`src/inc/radio_power_params.svh`:
```
// Timing and reset constants for the radio power enable sequencer.
`ifndef RADIO_POWER_PARAMS_SVH
`define RADIO_POWER_PARAMS_SVH

`define CLK_FREQ_HZ        64'd20000000
`define MS_PER_S           64'd1000
`define POR_MAX_MS         64'd110
`define DISCHARGE_MIN_MS   64'd10
`define WARM_BOOT_MIN_MS   64'd100
`define SOF_MIN_MS         64'd10
`define POR_CYCLES         (`POR_MAX_MS * `CLK_FREQ_HZ / `MS_PER_S)
`define DISCHARGE_CYCLES   ((`DISCHARGE_MIN_MS * `CLK_FREQ_HZ + `MS_PER_S - 64'd1) / `MS_PER_S)
`define WARM_BOOT_CYCLES   ((`WARM_BOOT_MIN_MS * `CLK_FREQ_HZ + `MS_PER_S - 64'd1) / `MS_PER_S)
`define SOF_CYCLES         ((`SOF_MIN_MS * `CLK_FREQ_HZ + `MS_PER_S - 64'd1) / `MS_PER_S)
`define CNT_W              22
`define SYNC_RESET_VAL     2'h0

`endif

```
`src/inc/radio_power_pkg.sv`:
```
// Types shared by the radio power enable sequencer files.
package radio_power_pkg;

  typedef struct packed {
    logic wlan_power_enable;
    logic radio_power_enable;
  } enable_pair_type;

  typedef enum logic [2:0] {
    USB_OFF,
    USB_DETACHED,
    USB_BUS_RESET,
    USB_WAIT_SOF,
    USB_SOF,
    USB_READY
  } usb_state_type;

endpackage : radio_power_pkg

```
`src/rtl/enable_sync.sv`:
```
// Two flip-flop synchroniser for the pair of power enable pins.
`timescale 1ns/10ps
`include "radio_power_params.svh"

module enable_sync
(
  input  wire logic                            ref_clk_i,
  input  wire logic                            rst_b_i,
  input  wire radio_power_pkg::enable_pair_type pins_i,
  output      radio_power_pkg::enable_pair_type sync_o
);
  import radio_power_pkg::*;

  logic [1:0] raw;
  logic [1:0] stage1_reg;
  logic [1:0] stage2_reg;

  assign raw    = pins_i;
  assign sync_o = stage2_reg;

  genvar i;
  generate
    for (i = 0; i < 2; i++)
    begin : g_bit
      always_ff @(posedge ref_clk_i or negedge rst_b_i)
      begin
        if (!rst_b_i)
        begin
          stage1_reg[i] <= 1'b0;
          stage2_reg[i] <= 1'b0;
        end
        else
        begin
          stage1_reg[i] <= raw[i];
          stage2_reg[i] <= stage1_reg[i];
        end
      end
    end
  endgenerate

endmodule : enable_sync

```
`src/rtl/radio_power_enable_sequencer.sv`:
```
// Power, reset and USB readiness sequencing for the wireless and radio sections.
`timescale 1ns/10ps
`include "radio_power_params.svh"

// Overview of operation
// RULE1: Regulators on while either enable is high.
// RULE2: Wlan section released while wlan enable high.
// RULE3: Wlan section held in reset while wlan low.
// RULE4: Radio held in reset while radio enable low.
// RULE5: Host keeps both enables low ten milliseconds.
// RULE6: Power-on reset releases within 110 milliseconds.
// RULE7: Host warm boot gap 100, cold 10 ms.
// RULE8: Host delays are minimums; longer ones accepted.
// RULE9: Host debounces USB attach over 100 ms.
// RULE10: Host drives USB bus reset over 10 ms.
// RULE11: Host sends frame starts over 10 ms.
// RULE12: Device ready for USB after frame-start period.
// RULE13: Enable pins synchronised before driving resets.
module radio_power_enable_sequencer
#(
  parameter int unsigned POR_CYCLES       = 32'(`POR_CYCLES),
  parameter int unsigned DISCHARGE_CYCLES = 32'(`DISCHARGE_CYCLES),
  parameter int unsigned WARM_BOOT_CYCLES = 32'(`WARM_BOOT_CYCLES),
  parameter int unsigned SOF_CYCLES       = 32'(`SOF_CYCLES)
)
(
  input  wire logic ref_clk_i,
  input  wire logic rst_b_i,
  input  wire logic wlan_power_enable_i,
  input  wire logic radio_power_enable_i,
  input  wire logic usb_bus_reset_i,
  input  wire logic usb_sof_i,
  output      logic regulator_enable_o,
  output      logic wlan_reset_b_o,
  output      logic radio_reset_b_o,
  output      logic por_done_o,
  output      logic usb_ready_o,
  output      logic discharge_ok_o,
  output      logic short_off_gap_o
);
  import radio_power_pkg::*;

  enable_pair_type              en_pins;
  enable_pair_type              en_sync;
  logic                         any_enable;
  logic [`CNT_W-1:0]            por_count_reg;
  logic [`CNT_W-1:0]            off_count_reg;
  logic [`CNT_W-1:0]            sof_count_reg;
  logic                         any_enable_reg;
  usb_state_type                usb_state_reg;
  usb_state_type                usb_state_next;

  assign en_pins    = {wlan_power_enable_i, radio_power_enable_i};
  assign any_enable = en_sync.wlan_power_enable | en_sync.radio_power_enable;

  // Both enable pins pass two flip-flops before use. [RULE13]
  enable_sync u_enable_sync
  (
    .ref_clk_i (ref_clk_i),
    .rst_b_i   (rst_b_i),
    .pins_i    (en_pins),
    .sync_o    (en_sync)
  );

  // Internal power-on reset counter. [RULE6]
  always_ff @(posedge ref_clk_i or negedge rst_b_i)
  begin
    if (!rst_b_i)
    begin
      por_count_reg <= '0;
      por_done_o    <= 1'b0;
    end
    else if (!por_done_o)
    begin
      por_count_reg <= por_count_reg + `CNT_W'(1);
      por_done_o    <= (por_count_reg == `CNT_W'(POR_CYCLES - 1));
    end
  end

  // Regulators follow the OR of both enables. [RULE1]
  always_ff @(posedge ref_clk_i or negedge rst_b_i)
  begin
    if (!rst_b_i)
      regulator_enable_o <= 1'b0;
    else
      regulator_enable_o <= any_enable;
  end

  // Section resets follow their own enables once power-on reset is done.
  always_ff @(posedge ref_clk_i or negedge rst_b_i)
  begin
    if (!rst_b_i)
    begin
      wlan_reset_b_o  <= 1'b0;
      radio_reset_b_o <= 1'b0;
    end
    else
    begin
      wlan_reset_b_o  <= por_done_o & en_sync.wlan_power_enable;   // [RULE2] [RULE3]
      radio_reset_b_o <= por_done_o & en_sync.radio_power_enable;  // [RULE4]
    end
  end

  // Measures the time both enables stay low, saturating at the warm boot gap.
  always_ff @(posedge ref_clk_i or negedge rst_b_i)
  begin
    if (!rst_b_i)
      off_count_reg <= '0;
    else if (any_enable)
      off_count_reg <= '0;
    else if (off_count_reg != `CNT_W'(WARM_BOOT_CYCLES))
      off_count_reg <= off_count_reg + `CNT_W'(1);
  end

  // Reports whether the regulator has had time to discharge. [RULE5]
  always_ff @(posedge ref_clk_i or negedge rst_b_i)
  begin
    if (!rst_b_i)
    begin
      any_enable_reg  <= 1'b0;
      discharge_ok_o  <= 1'b1;
      short_off_gap_o <= 1'b0;
    end
    else
    begin
      any_enable_reg <= any_enable;
      discharge_ok_o <= any_enable | (off_count_reg >= `CNT_W'(DISCHARGE_CYCLES - 1));
      if (any_enable && !any_enable_reg && off_count_reg != '0)
        short_off_gap_o <= (off_count_reg < `CNT_W'(DISCHARGE_CYCLES));  // [RULE5] [RULE8]
    end
  end

  // Next state of the USB attach sequence seen by the radio section.
  always_comb
  begin
    usb_state_next = usb_state_reg;
    if (!radio_reset_b_o)
      usb_state_next = USB_OFF;
    else
    begin
      unique case (usb_state_reg)
        USB_OFF:
          usb_state_next = USB_DETACHED;
        USB_DETACHED:
          if (usb_bus_reset_i)
            usb_state_next = USB_BUS_RESET;  // [RULE9] [RULE10]
        USB_BUS_RESET:
          if (!usb_bus_reset_i)
            usb_state_next = USB_WAIT_SOF;
        USB_WAIT_SOF:
          if (usb_bus_reset_i)
            usb_state_next = USB_BUS_RESET;
          else if (usb_sof_i)
            usb_state_next = USB_SOF;
        USB_SOF:
          if (usb_bus_reset_i)
            usb_state_next = USB_BUS_RESET;
          else if (sof_count_reg == `CNT_W'(SOF_CYCLES - 1))
            usb_state_next = USB_READY;  // [RULE11] [RULE12]
        USB_READY:
          if (usb_bus_reset_i)
            usb_state_next = USB_BUS_RESET;
        default:
          usb_state_next = USB_OFF;
      endcase
    end
  end

  // USB state register and frame-start period counter.
  always_ff @(posedge ref_clk_i or negedge rst_b_i)
  begin
    if (!rst_b_i)
    begin
      usb_state_reg <= USB_OFF;
      sof_count_reg <= '0;
    end
    else
    begin
      usb_state_reg <= usb_state_next;
      if (usb_state_reg == USB_SOF && usb_state_next == USB_SOF)
        sof_count_reg <= sof_count_reg + `CNT_W'(1);
      else
        sof_count_reg <= '0;
    end
  end

  // Readiness flag for traffic over USB. [RULE12]
  always_ff @(posedge ref_clk_i or negedge rst_b_i)
  begin
    if (!rst_b_i)
      usb_ready_o <= 1'b0;
    else
      usb_ready_o <= (usb_state_next == USB_READY);
  end
endmodule : radio_power_enable_sequencer
```
`config.mk`:
```
export PLATFORM = sky130hd
export DESIGN_NAME = radio_power_enable_sequencer
export DESIGN_NICKNAME = d
export VERILOG_FILES = /design/src/inc/radio_power_pkg.sv /design/src/rtl/enable_sync.sv /design/src/rtl/radio_power_enable_sequencer.sv
export VERILOG_INCLUDE_DIRS = /design/src /design/src/inc
export SDC_FILE = /design/constraint.sdc
export NUM_CORES = 1
export LEC_CHECK = 0
export ABC_AREA = 1
export BUFFER_PORTS_ARGS = -buffer_cell sky130_fd_sc_hd__buf_2
export CORE_UTILIZATION = 40
export DETAILED_ROUTE_END_ITERATION = 10
export GPL_TIMING_DRIVEN = 0
export HOLD_SLACK_MARGIN = 0.02
export PLACE_DENSITY = 0.52
export SYNTH_ARGS = -nofsm -noshare
export SYNTH_HDL_FRONTEND = slang
export SYNTH_HIERARCHICAL = 1
export SYNTH_SLANG_ARGS = --single-unit
```
`constraint.sdc`:
```
create_clock -name ref_clk_i -period 3.9 [get_ports ref_clk_i]
set_clock_uncertainty 0.05 [all_clocks]
set_input_delay 0.39 -clock ref_clk_i [delete_from_list [all_inputs] [get_ports ref_clk_i]]
set_output_delay 0.39 -clock ref_clk_i [all_outputs]
set_load 0.005 [all_outputs]
```
==> Word-level counts from Yosys, hierarchy flattened <==
Index checks and enable logic that the tools add are counted.
{ "totals": {"ff_bits": 80, "out_inout_bits": 7} }
{ "classes": {"n_bitwise": 4, "muxes": 12, "n_eq_ne": 10, "addsub": 3, "n_lt_le_gt_ge": 2, "n_reduce_logical": 8} }
{ "op_table": {"columns": ["operator", "count"], "rows": [
  ["adder 22 x 1 -> 22 bit (second input constant)", 3],
  ["two-way mux 22 bit", 3],
  ["== test 22 x 18 -> 1 bit (second input constant)", 1],
  ["== test 22 bit (second input constant)", 1],
  ["greater-or-equal comparator 22 x 18 -> 1 bit (second input constant)", 1],
  ["< comparator 22 x 18 -> 1 bit (second input constant)", 1],
  ["inequality test 22 x 21 -> 1 bit (second input constant)", 1],
  ["nonzero test 22 bit", 1],
  ["two-way mux 3 bit", 7],
  ["case mux 3 bit (5 select lines)", 1],
  ["== test 3 bit (second input constant)", 4],
  ["== test 3 x 2 -> 1 bit (second input constant)", 2],
  ["== test 3 x 1 -> 1 bit (second input constant)", 1],
  ["logical AND 1 bit", 3],
  ["zero test 3 bit", 1],
  ["AND 1 bit", 2],
  ["OR 1 bit", 2],
  ["nonzero test 2 bit", 1],
  ["OR reduction 2 bit", 1],
  ["zero test 1 bit", 1],
  ["two-way mux 1 bit", 1]
]} }

==> Logic depth before layout (Yosys ltp) <==
{ "depth": {"word_depth": 8, "mapped_depth": 11, "mapped_depth_nobuf": 10} }

==> By module <==
The synthesis kept the hierarchy.
{ "modules_own_cells": {"columns": ["mod", "seq_area_each_um2", "n_inst", "area_per_inst_um2", "cells_each"], "rows": [
  ["radio_power_enable_sequencer", 1903.1, 1, 4244.1, 565],
  ["enable_sync", 100.1, 1, 100.1, 4]
]} }

==> Worst setup path after synthesis <==
No wires, ideal clock.
{ "synth_path": {"kind": "reg-to-reg", "startpoint": "register sof_count_reg[0]", "endpoint": "register sof_count_reg[2]", "t_arrival_ns": 1.481, "setup_ns": 0.120, "path_stages_with_launch": 12, "slack_ns": 2.249, "period_less_slack_ns": 1.651, "path_cell_list": "dfrtp_1 > ha_1 > nand2_2 > nor2_4 > nand3_1 > nor2_1 > nand2_1 > nand2_1 > nand2_2 > nand3_4 > buf_6 > nor2_1"} }
{ "synth_via": {"elab_chain_len": 8, "elab_cells_between_ends": 9, "classes_between": "add/sub: 1; eq/ne: 2; mux: 5; reduce/logical: 1"} }
{ "synth_rtl": {"columns": ["element", "line", "text"], "rows": [
  ["from (decl)", "radio_power_enable_sequencer.sv:48", "logic [`CNT_W-1:0] sof_count_reg;"],
  ["from (signal assigned)", "radio_power_enable_sequencer.sv:181", "sof_count_reg <= sof_count_reg + `CNT_W'(1);"],
  ["== test 22 x 18 -> 1 bit", "radio_power_enable_sequencer.sv:158", "else if (sof_count_reg == `CNT_W'(SOF_CYCLES - 1))"],
  ["two-way mux 3 bit", "radio_power_enable_sequencer.sv:158", null],
  ["two-way mux 3 bit", "radio_power_enable_sequencer.sv:156", "if (usb_bus_reset_i)"],
  ["case mux 3 bit (5 select lines)", "radio_power_enable_sequencer.sv:141", "unique case (usb_state_reg)"],
  ["two-way mux 3 bit", "radio_power_enable_sequencer.sv:137", "if (!radio_reset_b_o)"],
  ["== test 3 bit", "radio_power_enable_sequencer.sv:180", "if (usb_state_reg == USB_SOF && usb_state_next == USB_SOF)"],
  ["logical AND 1 bit", "radio_power_enable_sequencer.sv:180", null],
  ["two-way mux 22 bit *", "radio_power_enable_sequencer.sv:180", null]
]} }
Every way passes the cells marked *; elsewhere a longest branch is shown, timed or not.
A chain may end at the register's enable or synchronous reset.

==> Final worst setup path <==
{ "layout_path": {"startpoint": "register sof_count_reg[0]", "endpoint": "register sof_count_reg[16]"} }
Same word-level chain as after synthesis.

==> results by group <==
Run status
  • Result of the run: complete, no violations

Clocking
  • Root buffer selected by CTS: sky130_fd_sc_hd__clkbuf_8
  • Post-CTS setup buffer count: 0
  • H-tree level count: 3
  • Clock buffers created by TritonCTS: 9
  • Max Buffers Root-to-Sink: 2
  • CTS tree: done
  • Source-to-sink clock delay at the later pin of the worst-skew pair: approximately 350 ps
  • Clock slew at the register clock pins of the worst setup and hold paths: roughly 80 ps
  • Total number of clock tree sinks: 80

Setup path
  • Top fanout value on the critical path: 10
  • R2r startpoint: sof_count_reg[0]$_DFF_PN0_
  • Sort of element at the end of the critical path: flop
  • Required time at the endpoint of the critical path: ~4100 ps
  • Kind of critical path: flop to flop
  • Data arrival at the endpoint of the critical path: between 2000 and 2500 ps
  • Ordered list of cells on the worst path: ha_1 > nand2_2 > nor2_4 > nand3_1 > nor2_1 > nand2_1 > nand2_1 > nand2_2 > nand3_4 > buf_6 > nor2_1
  • Cell at the slowest stage of the critical path: sky130_fd_sc_hd__dfrtp_1
  • Type of element launching the critical path: flop
  • Worst setup startpoint: sof_count_reg[0]$_DFF_PN0_
  • Slowest Stage Delay on Critical Path: between 500 and 600 ps

Yosys
  • Count of different cell masters after synthesis: 32
  • Net count after synthesis: between 500 and 600
  • Most area-hungry cell type in the Yosys netlist: sky130_fd_sc_hd__dfrtp_1
  • Mapped Avg Cell Area: between 7 and 8 µm²
  • Area share of the largest cell type after synthesis: 0.455
  • Post-synthesis register bit count: 80
  • Sequential element share of the synthesized area: 0.461
  • Count of mapped cells out of synthesis: between 500 and 600
  • Area of the mapped netlist: 0.00434 mm²
  • Yosys warning count: 6
  • Largest cells by area after synthesis: sky130_fd_sc_hd__dfrtp_1 46%, sky130_fd_sc_hd__nand2_1 12%, sky130_fd_sc_hd__nor2_1 7.9%, sky130_fd_sc_hd__inv_1 7.3%, sky130_fd_sc_hd__xor2_1 5.2%

Drt
  • DRC violation count after routing: 0
  • DR pass1 iterations: 4
  • DRT antenna net count: 0
  • Initial drt markers: 180
  • Wire length per cell: roughly 13 µm
  • DR vias: approximately 3500
  • Total length of routed wires: 9.20 mm
  • Vias per cell: around 4.8

Global routing
  • Vias in the first global route: roughly 3400
  • First-pass GRT wire length: 15.9 mm
  • Overall track demand over capacity in global routing: 0.180
  • GR Overflow Total: 0
  • GRT met3 Usage: 0.0331
  • Most congested layer reported by global routing: met2
  • Pin count of the biggest net entering global routing: between 40 and 50
  • Initial antenna violation count: 0
  • Fraction of met2 tracks used by global routing: 0.284
  • Global Route met1 Usage: 0.240

Worst hold path
  • Worst hold path type: input pin to flop
  • Hold Crit Start: radio_power_enable_i

Final layout
  • Number of filler cells placed in the layout: 1057
  • Leading cell types in the layout, fill and taps excluded: 136 x sky130_fd_sc_hd__nand2_1, 91 x sky130_fd_sc_hd__nor2_1, 84 x sky130_fd_sc_hd__inv_1, 79 x sky130_fd_sc_hd__dfrtp_1, 40 x sky130_fd_sc_hd__nand3_1
  • Area growth, synth to finish: 11.5%
  • Final-stage net count: 604
  • Leading cell type in the layout, fill and taps excluded: sky130_fd_sc_hd__nand2_1
  • Area occupied by multi-input gates: ~0.002 mm²
  • Share of final-layout standard cells stronger than drive strength 1: 0.0835
  • Antenna cell count: 0
  • Area occupied by registers: approximately 0.0020 mm²
  • Fin cells: 735

Floorplan
  • Die width: ~110 µm
  • Vert. Die Dim: about 110 µm
  • Number of standard-cell rows in the floorplan: 37
  • Floorplan core area: 0.0104 mm²
  • Area of the die: ~0.011 mm²
  • Initial cell density of the core: 0.417
  • I/O Pins: 13

Placement
  • Count of buffers inserted at the top-level ports: 12
  • Number of instances in the placed design: 718
  • Placer congestion estimate: between 0.8 and 0.9
  • Half-perimeter wire length after detailed placement: approximately 7 mm

Timing
  • Achievable frequency: approximately 0.49 GHz
  • TNS Setup: 0 ps
  • Final Max Tran Viols: 0
  • Final worst path period share: 0.522
  • Relative slew slack: 0.437
  • Slew at the pin closest to its max-slew limit: ~840 ps
  • Final hold violation count: 0
  • RSZ-0062 raised after global routing: no
  • Tmin final: 2040 ps
  • Final setup violation count: 0

Power and ir drop
  • Pwr/cell area: ~330 mW/mm²
  • P_leak: roughly 0.0022 µW
  • Worst VDD drop: approximately 0.00013 V

Flow run
  • Max-cap violations: 0
synthesized netlist by cell type:
library cell               count
sky130_fd_sc_hd__nand2_1     136
sky130_fd_sc_hd__nor2_1       91
sky130_fd_sc_hd__inv_1        84
sky130_fd_sc_hd__dfrtp_1      79
sky130_fd_sc_hd__nand3_1      40
sky130_fd_sc_hd__xor2_1       26
sky130_fd_sc_hd__nor3_1       25
sky130_fd_sc_hd__nand4_1      22
sky130_fd_sc_hd__a21oi_1      11
sky130_fd_sc_hd__o21ai_0      11
sky130_fd_sc_hd__xnor2_1       9
sky130_fd_sc_hd__ha_1          4
sky130_fd_sc_hd__nor2_2        3
sky130_fd_sc_hd__nor3_2        3
sky130_fd_sc_hd__buf_6         2
sky130_fd_sc_hd__inv_2         2
sky130_fd_sc_hd__nand2_2       2
sky130_fd_sc_hd__nand3b_1      2
sky130_fd_sc_hd__nor2_4        2
sky130_fd_sc_hd__nor4_1        2
sky130_fd_sc_hd__or2_2         2
sky130_fd_sc_hd__a211oi_1      1
sky130_fd_sc_hd__a21boi_0      1
sky130_fd_sc_hd__a22oi_1       1
sky130_fd_sc_hd__buf_2         1
sky130_fd_sc_hd__clkbuf_1      1
sky130_fd_sc_hd__dfstp_2       1
sky130_fd_sc_hd__nand3_4       1
sky130_fd_sc_hd__nor3_4        1
sky130_fd_sc_hd__nor4_2        1
sky130_fd_sc_hd__o211ai_1      1
sky130_fd_sc_hd__o21ai_1       1
per-layer routing:
metal,part of all wire,wire length (µm)
met1,0.49,4550
met2,0.46,4230
met3,0.028,259
met4,0.018,163
met5,0,0
per-stage QoR:
step           total power (µW)  setup slack [ps]  cell area (µm²)  utilization  hold slack [ps]
2_1_floorplan               869              2250             4340            -             44.4
3_3_place_gp                898              1730             4570        0.439              285
3_5_place_dp                902              1870             4600        0.442              287
4_1_cts                    1610              1840             4840        0.465             74.0
5_1_grt                    1660              1710             4840        0.465             66.6
6_report                   1590              1860             4840        0.465             99.1
cell type report:
| class | count | share of cell area |
|---|---|---|
| flip-flops and latches | 80 | 0.414 |
| multi-input cells | 399 | 0.410 |
| inverters | 86 | 0.0666 |
| well taps | 136 | 0.0351 |
| clock buffers | 10 | 0.0284 |
| repair buffers | 14 | 0.0207 |
| clock inverters | 6 | 0.0189 |
| plain buffers | 4 | 0.00646 |
logic make-up (layout without fill, tap and decap cells):
family	after synthesis	count (layout)	synth area share
simple gates	333	333	0.342
buf+inv	90	120	0.0815
flops	80	80	0.461
xor+xnor	35	35	0.0706
compound gates	27	27	0.0334
fa+ha+maj	4	4	0.0115
path summary, 6_finish.rpt:
check,end,slack (ps),cells after the start
min in group asynchronous,sof_count_reg[5]$_DFF_PN0_,470,2
hold / removal,u_enable_sync/stage1_reg[0]$_DFF_PN0_,100,1
setup reg to reg,sof_count_reg[16]$_DFF_PN0_,1860,11
max in group asynchronous,u_enable_sync/stage1_reg[1]$_DFF_PN0_,2740,3
setup / recovery,sof_count_reg[16]$_DFF_PN0_,1860,11
hold reg to reg,u_enable_sync/sync_o[1]$_DFF_PN0_,300,0
report_power, final:
part / total, µW / switching [µW] / internal, µW
Sequential: 840 / 4.17 / 836
Clock: 702 / 320 / 382
Combinational: 43.3 / 30.2 / 13.1
Total: 1590 / 355 / 1230
critical path, delay by kind of cell (launching register included):
| family | cells | cell delay [ps] |
|---|---|---|
| and+or+nand+nor | 9 | 900 |
| DFF | 1 | 510 |
| buffers and inverters | 1 | 150 |
| adders and majority gates | 1 | 330 |
timing repair:
action                    CTS  global route
hold buffers                1             0
gates resized for setup     0             0
hold endpoints to repair   32             0
(Power assumes the default switching activity.)
